===== config.mk =====
export PLATFORM = sky130hd
export DESIGN_NAME = ldc_config_bank
export DESIGN_NICKNAME = d
export VERILOG_FILES = /design/src/ldc_pkg.sv /design/src/ldc_cfg_if.sv /design/src/ldc_decode.sv /design/src/ldc_config_bank.sv
export VERILOG_INCLUDE_DIRS = /design/src /design/src/src
export SDC_FILE = /design/constraint.sdc
export NUM_CORES = 1
export LEC_CHECK = 0
export BUFFER_PORTS_ARGS = -buffer_cell sky130_fd_sc_hd__buf_2
export CORE_ASPECT_RATIO = 1.4
export CORE_MARGIN = 3
export CORE_UTILIZATION = 35
export DETAILED_ROUTE_END_ITERATION = 12
export SETUP_SLACK_MARGIN = 0.1
export SYNTH_ARGS = -nofsm -noshare
export SYNTH_HDL_FRONTEND = slang
export SYNTH_SLANG_ARGS = --single-unit
export TNS_END_PERCENT = 20

===== constraint.sdc =====
create_clock -name clk -period 1.4 [get_ports clk]
set_input_delay 0 -clock clk [delete_from_list [all_inputs] [get_ports clk]]
set_output_delay 0 -clock clk [all_outputs]
set_load 0.005 [all_outputs]

===== src/ldc_map.svh =====
`ifndef LDC_MAP_SVH
`define LDC_MAP_SVH
// Register byte addresses.
`define LDC_OFS_SCALE 8'h63
`define LDC_OFS_SHAPE 8'h65
`define LDC_OFS_SOURCE 8'h66
`define LDC_OFS_TRIM_A 8'h67
`define LDC_OFS_TRIM_B 8'h68
// Field positions in the shape byte.
`define LDC_SLOPE_MSB 7
`define LDC_SLOPE_LSB 5
`define LDC_RES_MSB 4
`define LDC_RES_LSB 3
`define LDC_DITH_MSB 2
`define LDC_DITH_LSB 0
// Field positions in the source byte.
`define LDC_SWITCH_MSB 6
`define LDC_SWITCH_LSB 4
`define LDC_RSEL_BIT 3
`define LDC_SPLIT_BIT 2
`define LDC_SRC_MSB 1
`define LDC_SRC_LSB 0
// Field positions in the trim bytes and the scale byte.
`define LDC_TRIM_HI_MSB 7
`define LDC_TRIM_HI_LSB 4
`define LDC_TRIM_LO_MSB 3
`define LDC_TRIM_LO_LSB 0
`define LDC_SCALE_MSB 6
`define LDC_SCALE_LSB 4
`define LDC_HYB_BIT 0
// Reset value of every configuration byte.
`define LDC_RESET_BYTE 8'h00
`endif


===== src/ldc_pkg.sv =====
package ldc_pkg;
  // Brightness source choices.
  typedef enum logic [1:0] {
    LDC_SRC_PIN_DUTY = 2'b00,
    LDC_SRC_PRODUCT = 2'b01,
    LDC_SRC_REGISTER = 2'b10,
    LDC_SRC_DIRECT = 2'b11
  } ldc_src_t;
  typedef logic [7:0] ldc_byte_t;
  // Trim in tenths of a percent, signed.
  typedef logic signed [7:0] ldc_trim_t;
  // Shared by all four sinks, so it lives here once.
  function automatic ldc_trim_t ldc_trim_decode(input logic [3:0] code);
    ldc_trim_t t;
    t = 8'h00;
    unique case (code)
      4'h0: t = 8'h41;
      4'h1: t = 8'h38;
      4'h2: t = 8'h2f;
      4'h3: t = 8'h25;
      4'h4: t = 8'h1c;
      4'h5: t = 8'h13;
      4'h6: t = 8'h09;
      4'h7: t = 8'h00;
      4'h8: t = 8'hf7;
      4'h9: t = 8'hed;
      4'ha: t = 8'he4;
      4'hb: t = 8'hdb;
      4'hc: t = 8'hd1;
      4'hd: t = 8'hc8;
      4'he: t = 8'hbf;
      4'hf: t = 8'hb6;
    endcase
    return t;
  endfunction
endpackage


===== src/ldc_cfg_if.sv =====
`timescale 1ns/1ns
// Carries the stored configuration bytes from the bank to the decoder.
interface ldc_cfg_if;
  logic [7:0] scaleCfg;
  logic [7:0] shapeCfg;
  logic [7:0] sourceCfg;
  logic [7:0] trimA;
  logic [7:0] trimB;
  modport bank (output scaleCfg, output shapeCfg, output sourceCfg, output trimA,
    output trimB);
  modport dec (input scaleCfg, input shapeCfg, input sourceCfg, input trimA,
    input trimB);
endinterface


===== src/ldc_decode.sv =====
`timescale 1ns/1ns
`include "ldc_map.svh"
// Turns the stored bytes into control values; purely combinational.
module ldc_decode (
  ldc_cfg_if.dec cfg,
  input wire logic extSyncUsed,
  output logic [10:0] slopeMilli,
  output logic [5:0] pwmClockMhz,
  output logic [2:0] ditherBits,
  output logic [9:0] switchPermille,
  output logic [7:0] fullScaleMa,
  output logic hybridEnable
);
  import ldc_pkg::*;
  logic [2:0] slopeCode; // Raw slope gain code.
  logic [2:0] switchCode; // Raw switch point code.
  logic [2:0] scaleCode; // Raw full scale code.
  assign slopeCode = cfg.shapeCfg[`LDC_SLOPE_MSB:`LDC_SLOPE_LSB];
  assign switchCode = cfg.sourceCfg[`LDC_SWITCH_MSB:`LDC_SWITCH_LSB];
  assign scaleCode = cfg.scaleCfg[`LDC_SCALE_MSB:`LDC_SCALE_LSB];
  assign hybridEnable = cfg.scaleCfg[`LDC_HYB_BIT];
  // Decode tables; hybrid fields go neutral when hybrid dimming is off.
  always_comb begin
    slopeMilli = 11'h3e8;
    switchPermille = 10'h000;
    if (hybridEnable) begin
      unique case (slopeCode)
        3'h0: slopeMilli = 11'h3e8;
        3'h1: slopeMilli = 11'h3ff;
        3'h2: slopeMilli = 11'h417;
        3'h3: slopeMilli = 11'h42e;
        3'h4: slopeMilli = 11'h446;
        3'h5: slopeMilli = 11'h45d;
        3'h6: slopeMilli = 11'h475;
        3'h7: slopeMilli = 11'h48c;
      endcase
      unique case (switchCode)
        3'h0: switchPermille = 10'h1f4;
        3'h1: switchPermille = 10'h196;
        3'h2: switchPermille = 10'h139;
        3'h3: switchPermille = 10'h0fa;
        3'h4: switchPermille = 10'h0db;
        3'h5: switchPermille = 10'h0bc;
        3'h6: switchPermille = 10'h09c;
        3'h7: switchPermille = 10'h07d;
      endcase
    end
  end
  // Multiplier clock, dither depth and full scale current.
  always_comb begin
    pwmClockMhz = 6'h00;
    if (!extSyncUsed) begin
      unique case (cfg.shapeCfg[`LDC_RES_MSB:`LDC_RES_LSB])
        2'h0: pwmClockMhz = 6'h05;
        2'h1: pwmClockMhz = 6'h0a;
        2'h2: pwmClockMhz = 6'h14;
        2'h3: pwmClockMhz = 6'h28;
      endcase
    end
    ditherBits = cfg.shapeCfg[`LDC_DITH_MSB] ? 3'h4 :
      cfg.shapeCfg[`LDC_DITH_MSB:`LDC_DITH_LSB];
    fullScaleMa = 8'h00;
    if (!cfg.sourceCfg[`LDC_RSEL_BIT]) begin
      unique case (scaleCode)
        3'h0: fullScaleMa = 8'h19;
        3'h1: fullScaleMa = 8'h1e;
        3'h2: fullScaleMa = 8'h32;
        3'h3: fullScaleMa = 8'h3c;
        3'h4: fullScaleMa = 8'h50;
        3'h5: fullScaleMa = 8'h64;
        3'h6: fullScaleMa = 8'h78;
        3'h7: fullScaleMa = 8'h96;
      endcase
    end
  end
endmodule // ldc_decode


===== src/ldc_config_bank.sv =====
`timescale 1ns/1ns
`include "ldc_map.svh"
// Operation
// - Slope gain 1.000 to 1.164 by code.
// - Resolution field picks 5/10/20/40 MHz clock.
// - Dither off, 1-3 bits, 1XX four bits.
// - Hybrid switch point 50.0% down to 12.5%.
// - Scale bit picks internal field or resistor.
// - Small transistor below 1/16 when enabled.
// - Source field picks duty, product, register, direct.
// - Sink 1 signed trim, low nibble.
// - Sink 2 trim, high nibble, same byte.
// - Sink 3 trim, low nibble, next byte.
// - Sink 4 trim, high nibble, next byte.
// - Internal scale field sets maximum current.
// - Hybrid enable bit; off means PWM only.
module ldc_config_bank #(
  parameter int DUTY_W = 16
) (
  input wire logic clk,
  input wire logic rst_n,
  input wire logic [7:0] addr,
  input wire ldc_pkg::ldc_byte_t wrData,
  input wire logic wrEn,
  input wire logic rdEn,
  output ldc_pkg::ldc_byte_t rdData,
  input wire logic pwmIn,
  input wire logic [DUTY_W-1:0] pwmDuty,
  input wire logic [DUTY_W-1:0] brightness,
  input wire logic [DUTY_W-1:0] sinkSetting,
  input wire logic extSyncUsed,
  output logic [DUTY_W-1:0] brightnessLevel,
  output logic directPwm,
  output logic directMode,
  output logic hybridEnable,
  output logic [10:0] slopeMilli,
  output logic [9:0] switchPermille,
  output logic [5:0] pwmClockMhz,
  output logic [2:0] ditherBits,
  output logic currentSetResistorSelect,
  output logic [7:0] fullScaleCurrentMa,
  output logic smallTransistorSelect,
  output ldc_pkg::ldc_trim_t sink1Trim,
  output ldc_pkg::ldc_trim_t sink2Trim,
  output ldc_pkg::ldc_trim_t sink3Trim,
  output ldc_pkg::ldc_trim_t sink4Trim
);
  import ldc_pkg::*;

  // ----------------------------------------
  // Storage and decode wiring
  // ----------------------------------------

  // Stored bytes travel to the decoder through this interface.
  ldc_cfg_if cfg ();
  // Decoder results, registered below before they leave.
  logic [10:0] decSlope;
  // Decoded switch point in permille.
  logic [9:0] decSwitch;
  // Decoded multiplier clock in MHz.
  logic [5:0] decClock;
  // Decoded dither depth in bits.
  logic [2:0] decDither;
  // Decoded full scale current in mA.
  logic [7:0] decScale;
  // Decoded hybrid dimming enable.
  logic decHybrid;
  // Brightness source as an enumerated value.
  ldc_src_t srcSel;
  // Product of pin duty and brightness register, full width.
  logic [2*DUTY_W-1:0] dutyProduct;
  // Next value of the brightness output.
  logic [DUTY_W-1:0] next_brightnessLevel;
  // Next value of the read data.
  ldc_byte_t next_rdData;
  // Settings below this value count as under 1/16 of full scale.
  localparam logic [DUTY_W-1:0] SIXTEENTH = DUTY_W'(1) << (DUTY_W - 4);

  // ----------------------------------------
  // Register writes
  // ----------------------------------------

  // The scale byte holds the full scale code and hybrid enable only.
  // Other bits of that byte are not stored, so they cannot leak in.
  always_ff @(posedge clk or negedge rst_n) begin
    if (!rst_n) begin
      cfg.scaleCfg <= `LDC_RESET_BYTE;
    end else if (wrEn && addr == `LDC_OFS_SCALE) begin
      cfg.scaleCfg <= 8'h00;
      cfg.scaleCfg[`LDC_SCALE_MSB:`LDC_SCALE_LSB] <=
        wrData[`LDC_SCALE_MSB:`LDC_SCALE_LSB];
      cfg.scaleCfg[`LDC_HYB_BIT] <= wrData[`LDC_HYB_BIT];
    end
  end

  // The shape byte is stored whole; every bit is a live field.
  always_ff @(posedge clk or negedge rst_n) begin
    if (!rst_n) begin
      cfg.shapeCfg <= `LDC_RESET_BYTE;
    end else if (wrEn && addr == `LDC_OFS_SHAPE) begin
      cfg.shapeCfg <= wrData;
    end
  end

  // The source byte drops its reserved top bit on the way in.
  always_ff @(posedge clk or negedge rst_n) begin
    if (!rst_n) begin
      cfg.sourceCfg <= `LDC_RESET_BYTE;
    end else if (wrEn && addr == `LDC_OFS_SOURCE) begin
      cfg.sourceCfg <= {1'b0, wrData[6:0]};
    end
  end

  // First trim pair, sinks 1 and 2.
  always_ff @(posedge clk or negedge rst_n) begin
    if (!rst_n) begin
      cfg.trimA <= `LDC_RESET_BYTE;
    end else if (wrEn && addr == `LDC_OFS_TRIM_A) begin
      cfg.trimA <= wrData;
    end
  end

  // Second trim pair, sinks 3 and 4.
  always_ff @(posedge clk or negedge rst_n) begin
    if (!rst_n) begin
      cfg.trimB <= `LDC_RESET_BYTE;
    end else if (wrEn && addr == `LDC_OFS_TRIM_B) begin
      cfg.trimB <= wrData;
    end
  end

  // ----------------------------------------
  // Register reads
  // ----------------------------------------

  // Read data come from stored state; an unmapped address reads zero.
  always_comb begin
    next_rdData = 8'h00;
    unique case (addr)
      `LDC_OFS_SCALE: next_rdData = cfg.scaleCfg;
      `LDC_OFS_SHAPE: next_rdData = cfg.shapeCfg;
      `LDC_OFS_SOURCE: next_rdData = cfg.sourceCfg;
      `LDC_OFS_TRIM_A: next_rdData = cfg.trimA;
      `LDC_OFS_TRIM_B: next_rdData = cfg.trimB;
      default: next_rdData = 8'h00;
    endcase
  end

  // Read data stand for exactly the one cycle after the strobe.
  // Outside that cycle the bus shows zero, which keeps stale data off it.
  always_ff @(posedge clk or negedge rst_n) begin
    if (!rst_n) begin
      rdData <= 8'h00;
    end else if (rdEn) begin
      rdData <= next_rdData;
    end else begin
      rdData <= 8'h00;
    end
  end

  // ----------------------------------------
  // Field decoding
  // ----------------------------------------

  // Table lookups other than the trims live in the decoder so this file keeps the datapath.
  ldc_decode u_decode (
    .cfg(cfg.dec),
    .extSyncUsed(extSyncUsed),
    .slopeMilli(decSlope),
    .pwmClockMhz(decClock),
    .ditherBits(decDither),
    .switchPermille(decSwitch),
    .fullScaleMa(decScale),
    .hybridEnable(decHybrid)
  );

  // Hybrid dimming values; zero in reset, then neutral while hybrid dimming is off.
  always_ff @(posedge clk or negedge rst_n) begin
    if (!rst_n) begin
      hybridEnable <= 1'b0;
      slopeMilli <= 11'h000;
      switchPermille <= 10'h000;
    end else begin
      hybridEnable <= decHybrid;
      slopeMilli <= decSlope;
      switchPermille <= decSwitch;
    end
  end

  // PWM generator clock and dither depth.
  // A clock of zero tells the generator to follow the external sync.
  always_ff @(posedge clk or negedge rst_n) begin
    if (!rst_n) begin
      pwmClockMhz <= 6'h00;
      ditherBits <= 3'h0;
    end else begin
      pwmClockMhz <= decClock;
      ditherBits <= decDither;
    end
  end

  // ----------------------------------------
  // Current scale and transistor choice
  // ----------------------------------------

  // Full scale reads zero while the external resistor sets the scale,
  // so the sinks never mix the two sources.
  always_ff @(posedge clk or negedge rst_n) begin
    if (!rst_n) begin
      currentSetResistorSelect <= 1'b0;
      fullScaleCurrentMa <= 8'h00;
    end else begin
      currentSetResistorSelect <= cfg.sourceCfg[`LDC_RSEL_BIT];
      fullScaleCurrentMa <= decScale;
    end
  end

  // The small transistor only helps accuracy at low current; above
  // 1/16 of full scale it would saturate, so the large one takes over.
  always_ff @(posedge clk or negedge rst_n) begin
    if (!rst_n) begin
      smallTransistorSelect <= 1'b0;
    end else begin
      smallTransistorSelect <= cfg.sourceCfg[`LDC_SPLIT_BIT] &&
        (sinkSetting < SIXTEENTH);
    end
  end

  // ----------------------------------------
  // Brightness source
  // ----------------------------------------

  // Enumerated view of the source field.
  assign srcSel = ldc_src_t'(cfg.sourceCfg[`LDC_SRC_MSB:`LDC_SRC_LSB]);
  // Full product; the top half is the scaled brightness.
  assign dutyProduct = pwmDuty * brightness;

  // Choose the brightness value for the sinks.
  // In direct mode the duty path holds zero and the pin is passed on.
  always_comb begin
    next_brightnessLevel = '0;
    unique case (srcSel)
      LDC_SRC_PIN_DUTY: next_brightnessLevel = pwmDuty;
      LDC_SRC_PRODUCT: next_brightnessLevel = dutyProduct[2*DUTY_W-1:DUTY_W];
      LDC_SRC_REGISTER: next_brightnessLevel = brightness;
      LDC_SRC_DIRECT: next_brightnessLevel = '0;
    endcase
  end

  // Registered brightness and direct pass-through.
  // The pass-through costs one clock of delay on the pin; at 8 ns this
  // is far below any PWM period the sinks can follow.
  always_ff @(posedge clk or negedge rst_n) begin
    if (!rst_n) begin
      brightnessLevel <= '0;
      directMode <= 1'b0;
      directPwm <= 1'b0;
    end else begin
      brightnessLevel <= next_brightnessLevel;
      directMode <= (srcSel == LDC_SRC_DIRECT);
      directPwm <= (srcSel == LDC_SRC_DIRECT) && pwmIn;
    end
  end

  // ----------------------------------------
  // Per-sink current trim
  // ----------------------------------------

  // Trim values in signed tenths of a percent, one per sink.
  always_ff @(posedge clk or negedge rst_n) begin
    if (!rst_n) begin
      sink1Trim <= 8'h00;
      sink2Trim <= 8'h00;
      sink3Trim <= 8'h00;
      sink4Trim <= 8'h00;
    end else begin
      sink1Trim <= ldc_trim_decode(cfg.trimA[`LDC_TRIM_LO_MSB:`LDC_TRIM_LO_LSB]);
      sink2Trim <= ldc_trim_decode(cfg.trimA[`LDC_TRIM_HI_MSB:`LDC_TRIM_HI_LSB]);
      sink3Trim <= ldc_trim_decode(cfg.trimB[`LDC_TRIM_LO_MSB:`LDC_TRIM_LO_LSB]);
      sink4Trim <= ldc_trim_decode(cfg.trimB[`LDC_TRIM_HI_MSB:`LDC_TRIM_HI_LSB]);
    end
  end
endmodule // ldc_config_bank


# --- Word level (Yosys, flattened, before mapping) ---
# Memory sizes are Yosys's and may differ from the RTL's. A register that Yosys moved wholly into a read port is not among the register bits.
# Index checks and enable logic that the tools add are counted.
totals:
  regBits: 102
  romBits: 728
  in_bits: 70
  out_inout_bits: 99
  wordCells: 59
  memories: 7
classes:
  n_mul: 1
  order_cmp: 1
  n_eq_ne: 11
  mux: 9
  reduce_logical: 13
memory_table:
  columns: ["memory", "words", "word_bits", "read_ports", "rd_ports_with_merged_regs", "wr", "line", "rtl"]
  rows:
  - ["(name not given)", 16, 8, 1, 1, 0, "ldc_pkg.sv:16", "unique case (code)"]
  - ["(name not given)", 16, 8, 1, 1, 0, "ldc_pkg.sv:16", null]
  - ["(name not given)", 16, 8, 1, 1, 0, "ldc_pkg.sv:16", null]
  - ["(name not given)", 16, 8, 1, 1, 0, "ldc_pkg.sv:16", null]
  - ["(name not given)", 8, 11, 1, 0, 0, "ldc_decode.sv:27", "unique case (slopeCode)"]
  - ["(name not given)", 8, 8, 1, 0, 0, "ldc_decode.sv:64", "unique case (scaleCode)"]
  - ["1 more memories", null, null, null, null, null, null, null]
ops:
  columns: ["op", "count"]
  rows:
  - ["case mux 16 bit (4 select lines)", 1]
  - ["equality test 8 x 7 -> 1 bit, second input constant", 5]
  - ["case mux 8 bit (5 select lines)", 1]
  - ["multiplier 16 x 16 -> 32 bit", 1]
  - ["case mux 6 bit (4 select lines)", 1]
  - ["< comparator 16 x 13 -> 1 bit, second input constant", 1]
  - ["2-to-1 mux 8 bit", 2]
  - ["2-to-1 mux 11 bit", 1]
  - ["2-to-1 mux 10 bit", 1]
  - ["equality test 2 bit, second input constant", 4]
  - ["logical AND 1 bit", 7]
  - ["2-to-1 mux 6 bit", 1]
  - ["equality test 2 x 1 -> 1 bit, second input constant", 2]
  - ["logical NOT 1 bit", 4]
  - ["logical NOT 2 bit", 2]
  - ["2-to-1 mux 3 bit", 1]

# --- Logic depth before layout (Yosys ltp) ---
depth:
  ltp_word: 3
  mapped_depth: 24
  depth_no_buf: 22

# --- By module ---
# Synthesis repeated with hierarchy kept, for this count alone.
hier_totals:
  cells_unflattened: 1486
  area_unflattened_um2: 14536.4
modules_own_cells:
  columns: ["module", "instances", "cells_per_inst", "area_each_um2", "seq_area_each_um2"]
  rows:
  - ["ldc_config_bank", 1, 1402, 13890.8, 3353.2]
  - ["ldc_decode", 1, 84, 645.6, 0.0]

# --- Worst setup path before layout ---
# OpenSTA, ideal clock, no wires.
synth_path:
  kind: "input port to flip-flop"
  from: "in brightness[8]"
  to: "reg brightnessLevel[8]"
  setup_time_ns: 0.146
  t_arrival_ns: 5.542
  t_required_ns: 1.254
  setup_slack_ns: -4.288
  cell_stages: 24
  n_path_buf: 2
  path_cell_list: "clkbuf_1 -> clkbuf_1 -> nand2_1 -> fa_1 -> inv_1 -> fa_1 -> inv_1 -> fa_1 -> inv_1 -> fa_1 -> fa_1 -> inv_1 -> fa_1 -> inv_1 -> ha_1 -> a21oi_2 -> o21ai_2 -> a2111oi_4 -> o2bb2ai_2 -> o21ai_2 -> a31o_4 -> a31oi_4 -> mux2i_1 -> o311ai_0"
synth_between:
  elab_chain_cells: 2
synth_lines:
  columns: ["item", "line", "rtl"]
  rows:
  - ["start, declared", "ldc_config_bank.sv:29", "input wire logic [DUTY_W-1:0] brightness,"]
  - ["multiplier 16 x 16 -> 32 bit", "ldc_config_bank.sv:236", "assign dutyProduct = pwmDuty * brightness;"]
  - ["case mux 16 bit (4 select lines) (*)", "ldc_config_bank.sv:242", "unique case (srcSel)"]
  - ["net next_brightnessLevel[8]", "ldc_config_bank.sv:73", "logic [DUTY_W-1:0] next_brightnessLevel;"]
  - ["end signal, assigned", "ldc_config_bank.sv:259", "brightnessLevel <= next_brightnessLevel;"]
  - ["end, declared", "ldc_config_bank.sv:32", "output logic [DUTY_W-1:0] brightnessLevel,"]
# Mark *: on every way through the listed nets, which the timed path passes. The rest lies on a longest branch.
# A chain may end at the register's enable or synchronous reset.

# --- Worst setup path in the final report ---
layout_path:
  from: "in pwmDuty[5]"
  to: "reg brightnessLevel[8]"
layout_between:
  elab_chain_cells: 2
layout_lines:
  columns: ["item", "line", "rtl"]
  rows:
  - ["start, declared", "ldc_config_bank.sv:28", "input wire logic [DUTY_W-1:0] pwmDuty,"]
  - ["multiplier 16 x 16 -> 32 bit", "ldc_config_bank.sv:236", null]
  - ["case mux 16 bit (4 select lines)", "ldc_config_bank.sv:242", null]
  - ["net next_brightnessLevel[8]", "ldc_config_bank.sv:73", null]
# The timed path passes the listed nets, and every way through them passes these cells.

==> results.py <==
metrics = {
    "status": {
        "outcome": "finished, violations left",
        "violations": "setup timing",
    },
    "finish": {
        "multi_input_area_um2": 9890,
        "seq_area_um2": 3260,
        "area_growth_pct": 26.5,
        "n_fill_cell": 3742,
        "fin_util_pct": 44.9,
        "nNetsFinal": 2104,
        "drive_gt1_share_pct": 29.0,
        "finalNonFillerCells": 2240,
    },
    "floorplanning": {
        "ioPinCount": 169,
        "chipWidth_um": 175,
        "fp.dieArea_um2": 42500,
        "rows": 86,
        "core_area_um2": 39500,
        "die_h_um": 243,
        "start_util_pct": 35.5,
    },
    "timing": {
        "setup_tns_ns": -53.66,
        "fin_crit_sh_pct": 351,
        "postLayoutSetupSlackWorst_ns": -3.52,
        "drv_slew": 0,
        "final_hold_viol_count": 0,
        "fin_skew_ns": 0.0116,
        "fmax_mhz": 203,
        "setup_viol": 16,
        "slew_headroom_pct": 49.2,
        "tightest_slew_ns": 0.758,
        "rsz0062_at_grt": "yes",
        "period_minus_slack_ns": 4.92,
    },
    "grt": {
        "grt_max_degree": 49,
        "grt_util_all_layers_pct": 17.2,
        "grt_pass1_wl_um": 58900,
        "grt-ovfl-total": 0,
        "grt_pass1_vias": 11500,
        "antenna_found_initial": 1,
    },
    "placed_design": {
        "io_buffers": 155,
        "gp_congestion": 0.877,
        "dp.cells": 2186,
        "hpwl_um": 30100,
    },
    "setup_path": {
        "worstRegToRegCells": 4,
        "cp.required_ns": 1.68,
        "arrival_ns": 5.19,
        "crit_path_max_fanout": 8,
        "crit_path_end_kind": "register",
        "r2r_slack_ns": 0.05,
        "critPathKind": "primary input to register",
        "r2r_start": "cfg.trimB[0]",
        "start_kind": "primary input",
        "crit_end": "brightnessLevel[8]",
        "r2r-end": "sink3Trim[4]",
        "crit_start": "pwmDuty[5]",
    },
    "drt": {
        "wirelength_met1_um": 14400,
        "vias_per_cell": 4.79,
        "drt_iter0_drc": 564,
        "wl_um": 35900,
        "via_count": 10700,
        "avgRoutedWirePerCell_um": 16.0,
        "drt_pass1_iterations": 6,
        "wl_met2_um": 19200,
        "remaining_drc_errors": 0,
        "wl_met3_um": 1500,
        "ant_nets": 0,
        "top_layer": "met4",
    },
    "clock_network": {
        "numCtsBuffers": 17,
        "ctsRootBufferMaster": "clkbuf_16",
        "cts_max_path_buffers": 2,
        "clock_latency_ns": 0.42,
        "cts.sinks": 130,
        "clk_pin_slew_ns": 0.06,
        "htree_levels": 4,
        "cts_tree": "built",
    },
    "synth": {
        "yosysTopAreaCell": "fa_1",
        "yosysWarnings": 0,
        "ys.flop_type": "dfrtp_1",
        "synth.distinct_cells": 66,
        "syn-cell-area_um2": 14000,
        "ys_seq_area_share_pct": 23.2,
        "synth.avg_cell_area_um2": 9.94,
        "postSynth.asyncResetShare_pct": 100,
        "ys_seq_elements": 130,
        "syn_inst": 1411,
        "synth_top_area_share_pct": 27.6,
        "synth_nets": 1817,
        "synth-edff-count": 0,
        "netlist_top_cells_area": "fa_1 28%, dfrtp_1 23%, ha_1 13%",
    },
    "power_and_ir_drop": {
        "power.density_nw_per_um2": 2330,
        "power_leakage_nw": 8.94,
        "max-vdd-ir-drop_v": 0.00304,
    },
    "hold_path": {
        "hold_path.class": "primary input to register",
    },
    "run": {
        "max-cap-violations": 0,
    },
}
[cell usage in the layout, fill, tap and decap left out, drive strengths merged, types with 3 or more instances in the layout]
master / count
clkinvlp: 4
a211oi: 4
mux2: 33
nand4: 3
a21o: 13
o22ai: 16
nor2: 29
clkinv: 3
nand3: 4
a21oi: 37
dfrtp: 130
nand3b: 3
xnor2: 12
o211a: 3
nor2b: 8
xor2: 7
a222oi: 8
nor3: 7
mux4: 4
o211ai: 8
and2: 123
o31ai: 3
fa: 193
nand2: 189
mux2i: 22
dlygate4sd3: 13
buf: 315
a22oi: 4
nor3b: 9
ha: 143
o21ai: 41
o21a: 6
inv: 260
clkbuf: 21
[final cells by class]
cell class / count / area share (%)
Tap cell: 528 / 3.72
Antenna cell: 1 / 0.0141
Timing Repair Buffer: 331 / 13.4
Clock buffer: 19 / 2.44
Clock inverter: 13 / 0.854
Inverter: 256 / 5.43
Sequential cell: 130 / 18.4
Multi-Input combinational cell: 962 / 55.8
[metal layers]
metal	track usage, %	vias to the layer above
met4	5.12	0
met2	31.5	261
met3	2.57	49
li1	-	4994
met1	20.7	5420
met5	0	-
[logic make-up (layout without fill, tap and decap cells)]
kind of cell / after synthesis / in the layout / share of synthesized area [%]
flip-flops: 130 / 130 / 23.2
other: 1 / 2 / 0.0267
buffers and inverters: 319 / 619 / 8.91
XOR/XNOR: 19 / 19 / 1.19
AND/OR/NAND/NOR: 386 / 386 / 13.5
multiplexers: 59 / 59 / 4.86
AO/OA/AOI/OAI: 161 / 161 / 7.98
adder cells (fa/ha/maj): 336 / 336 / 40.3
[cell usage after synthesis (2+ instances only)]
cell type	number
a22oi_1	4
nand2_1	189
mux2i_1	22
xor2_1	7
mux4_2	4
and3_1	2
o211ai_1	8
a222oi_1	8
clkbuf_8	3
o31ai_1	3
o21ai_2	2
mux2_2	33
nand3_1	4
fa_1	193
buf_4	4
nand4_1	3
a211oi_1	4
clkbuf_1	53
a21o_1	9
nor3_1	7
nor3b_1	8
xnor2_1	12
nand3b_1	3
dfrtp_1	130
nor2_1	29
a21boi_0	2
o21ai_0	37
nor2b_1	8
o221ai_1	2
a21o_2	4
and2_1	122
a21oi_2	3
o21ai_1	2
inv_1	256
o22ai_1	16
o21a_1	6
nand2b_1	2
o211a_1	3
or3_1	2
ha_1	143
a21oi_1	34
[registers in the layout, summed over array words and instances, names as in the netlist, 3 cells and up]
| register | count |
|---|---|
| brightnessLevel | 16 |
| cfg.scaleCfg | 4 |
| cfg.shapeCfg | 8 |
| cfg.sourceCfg | 7 |
| cfg.trimA | 8 |
| cfg.trimB | 8 |
| ditherBits | 3 |
| fullScaleCurrentMa | 8 |
| pwmClockMhz | 6 |
| rdData | 8 |
| sink1Trim | 8 |
| sink2Trim | 8 |
| sink3Trim | 8 |
| sink4Trim | 8 |
| slopeMilli | 9 |
| switchPermille | 9 |
[metrics by stage]
step / hold slack (ns) / instance area (um^2) / total power, mW / worst slack [ns]
2_1_floorplan: -0.296 / 14300 / 24.4 / -3.67
3_3_place_gp: -0.0338 / 16600 / 33.7 / -4.01
3_5_place_dp: -0.0277 / 16600 / 34.3 / -4.09
4_1_cts: 0.101 / 17500 / 39.6 / -3.51
5_1_grt: 0.0996 / 17700 / 45.6 / -3.66
6_report: 0.0831 / 17700 / 41.4 / -3.52
[worst max-delay path, stage by stage]
cell       delay (ns)
buf_12           0.12
and2_4           0.14
fa_1             0.55
inv_2            0.04
fa_1             0.54
inv_2            0.04
fa_1             0.47
fa_1             0.51
fa_1             0.52
inv_2            0.04
fa_1             0.50
inv_2            0.05
ha_4             0.22
a21oi_4          0.16
o21ai_4          0.09
a2111oi_4        0.21
o2bb2ai_2        0.14
o21ai_2          0.10
a31o_4           0.25
a31oi_4          0.18
mux2i_1          0.20
o311ai_1         0.12
[where the power goes]
| part | internal (mW) | total, mW | switching, mW |
|---|---|---|---|
| registers | 4.06 | 4.24 | 0.186 |
| clock network | 2.65 | 4.32 | 1.68 |
| logic | 16.6 | 32.8 | 16.2 |
| total | 23.3 | 41.4 | 18.1 |
[worst min-delay path by stage]
stage / startpoint / to / slack [ns] / depth (start not counted)
after floorplan: rst_n / brightnessLevel[0] / -0.30 / 0
after global placement: rst_n / fullScaleCurrentMa[1] / -0.03 / 1
after detailed placement: rst_n / fullScaleCurrentMa[2] / -0.03 / 1
after CTS: addr[0] / rdData[3] / 0.10 / 5
after global routing: sinkSetting[14] / smallTransistorSelect / 0.1 / 5
final: sinkSetting[14] / smallTransistorSelect / 0.08 / 5
[what timing repair did]
item,4_1_cts,5_1_grt
endpoints found under the setup margin,23,34
setup buffers,3,4
hold buffers,13,1
pin swaps,22,24
gates resized for setup,74,61
endpoints found under the hold margin,173,1
(Power assumes the default switching activity.)
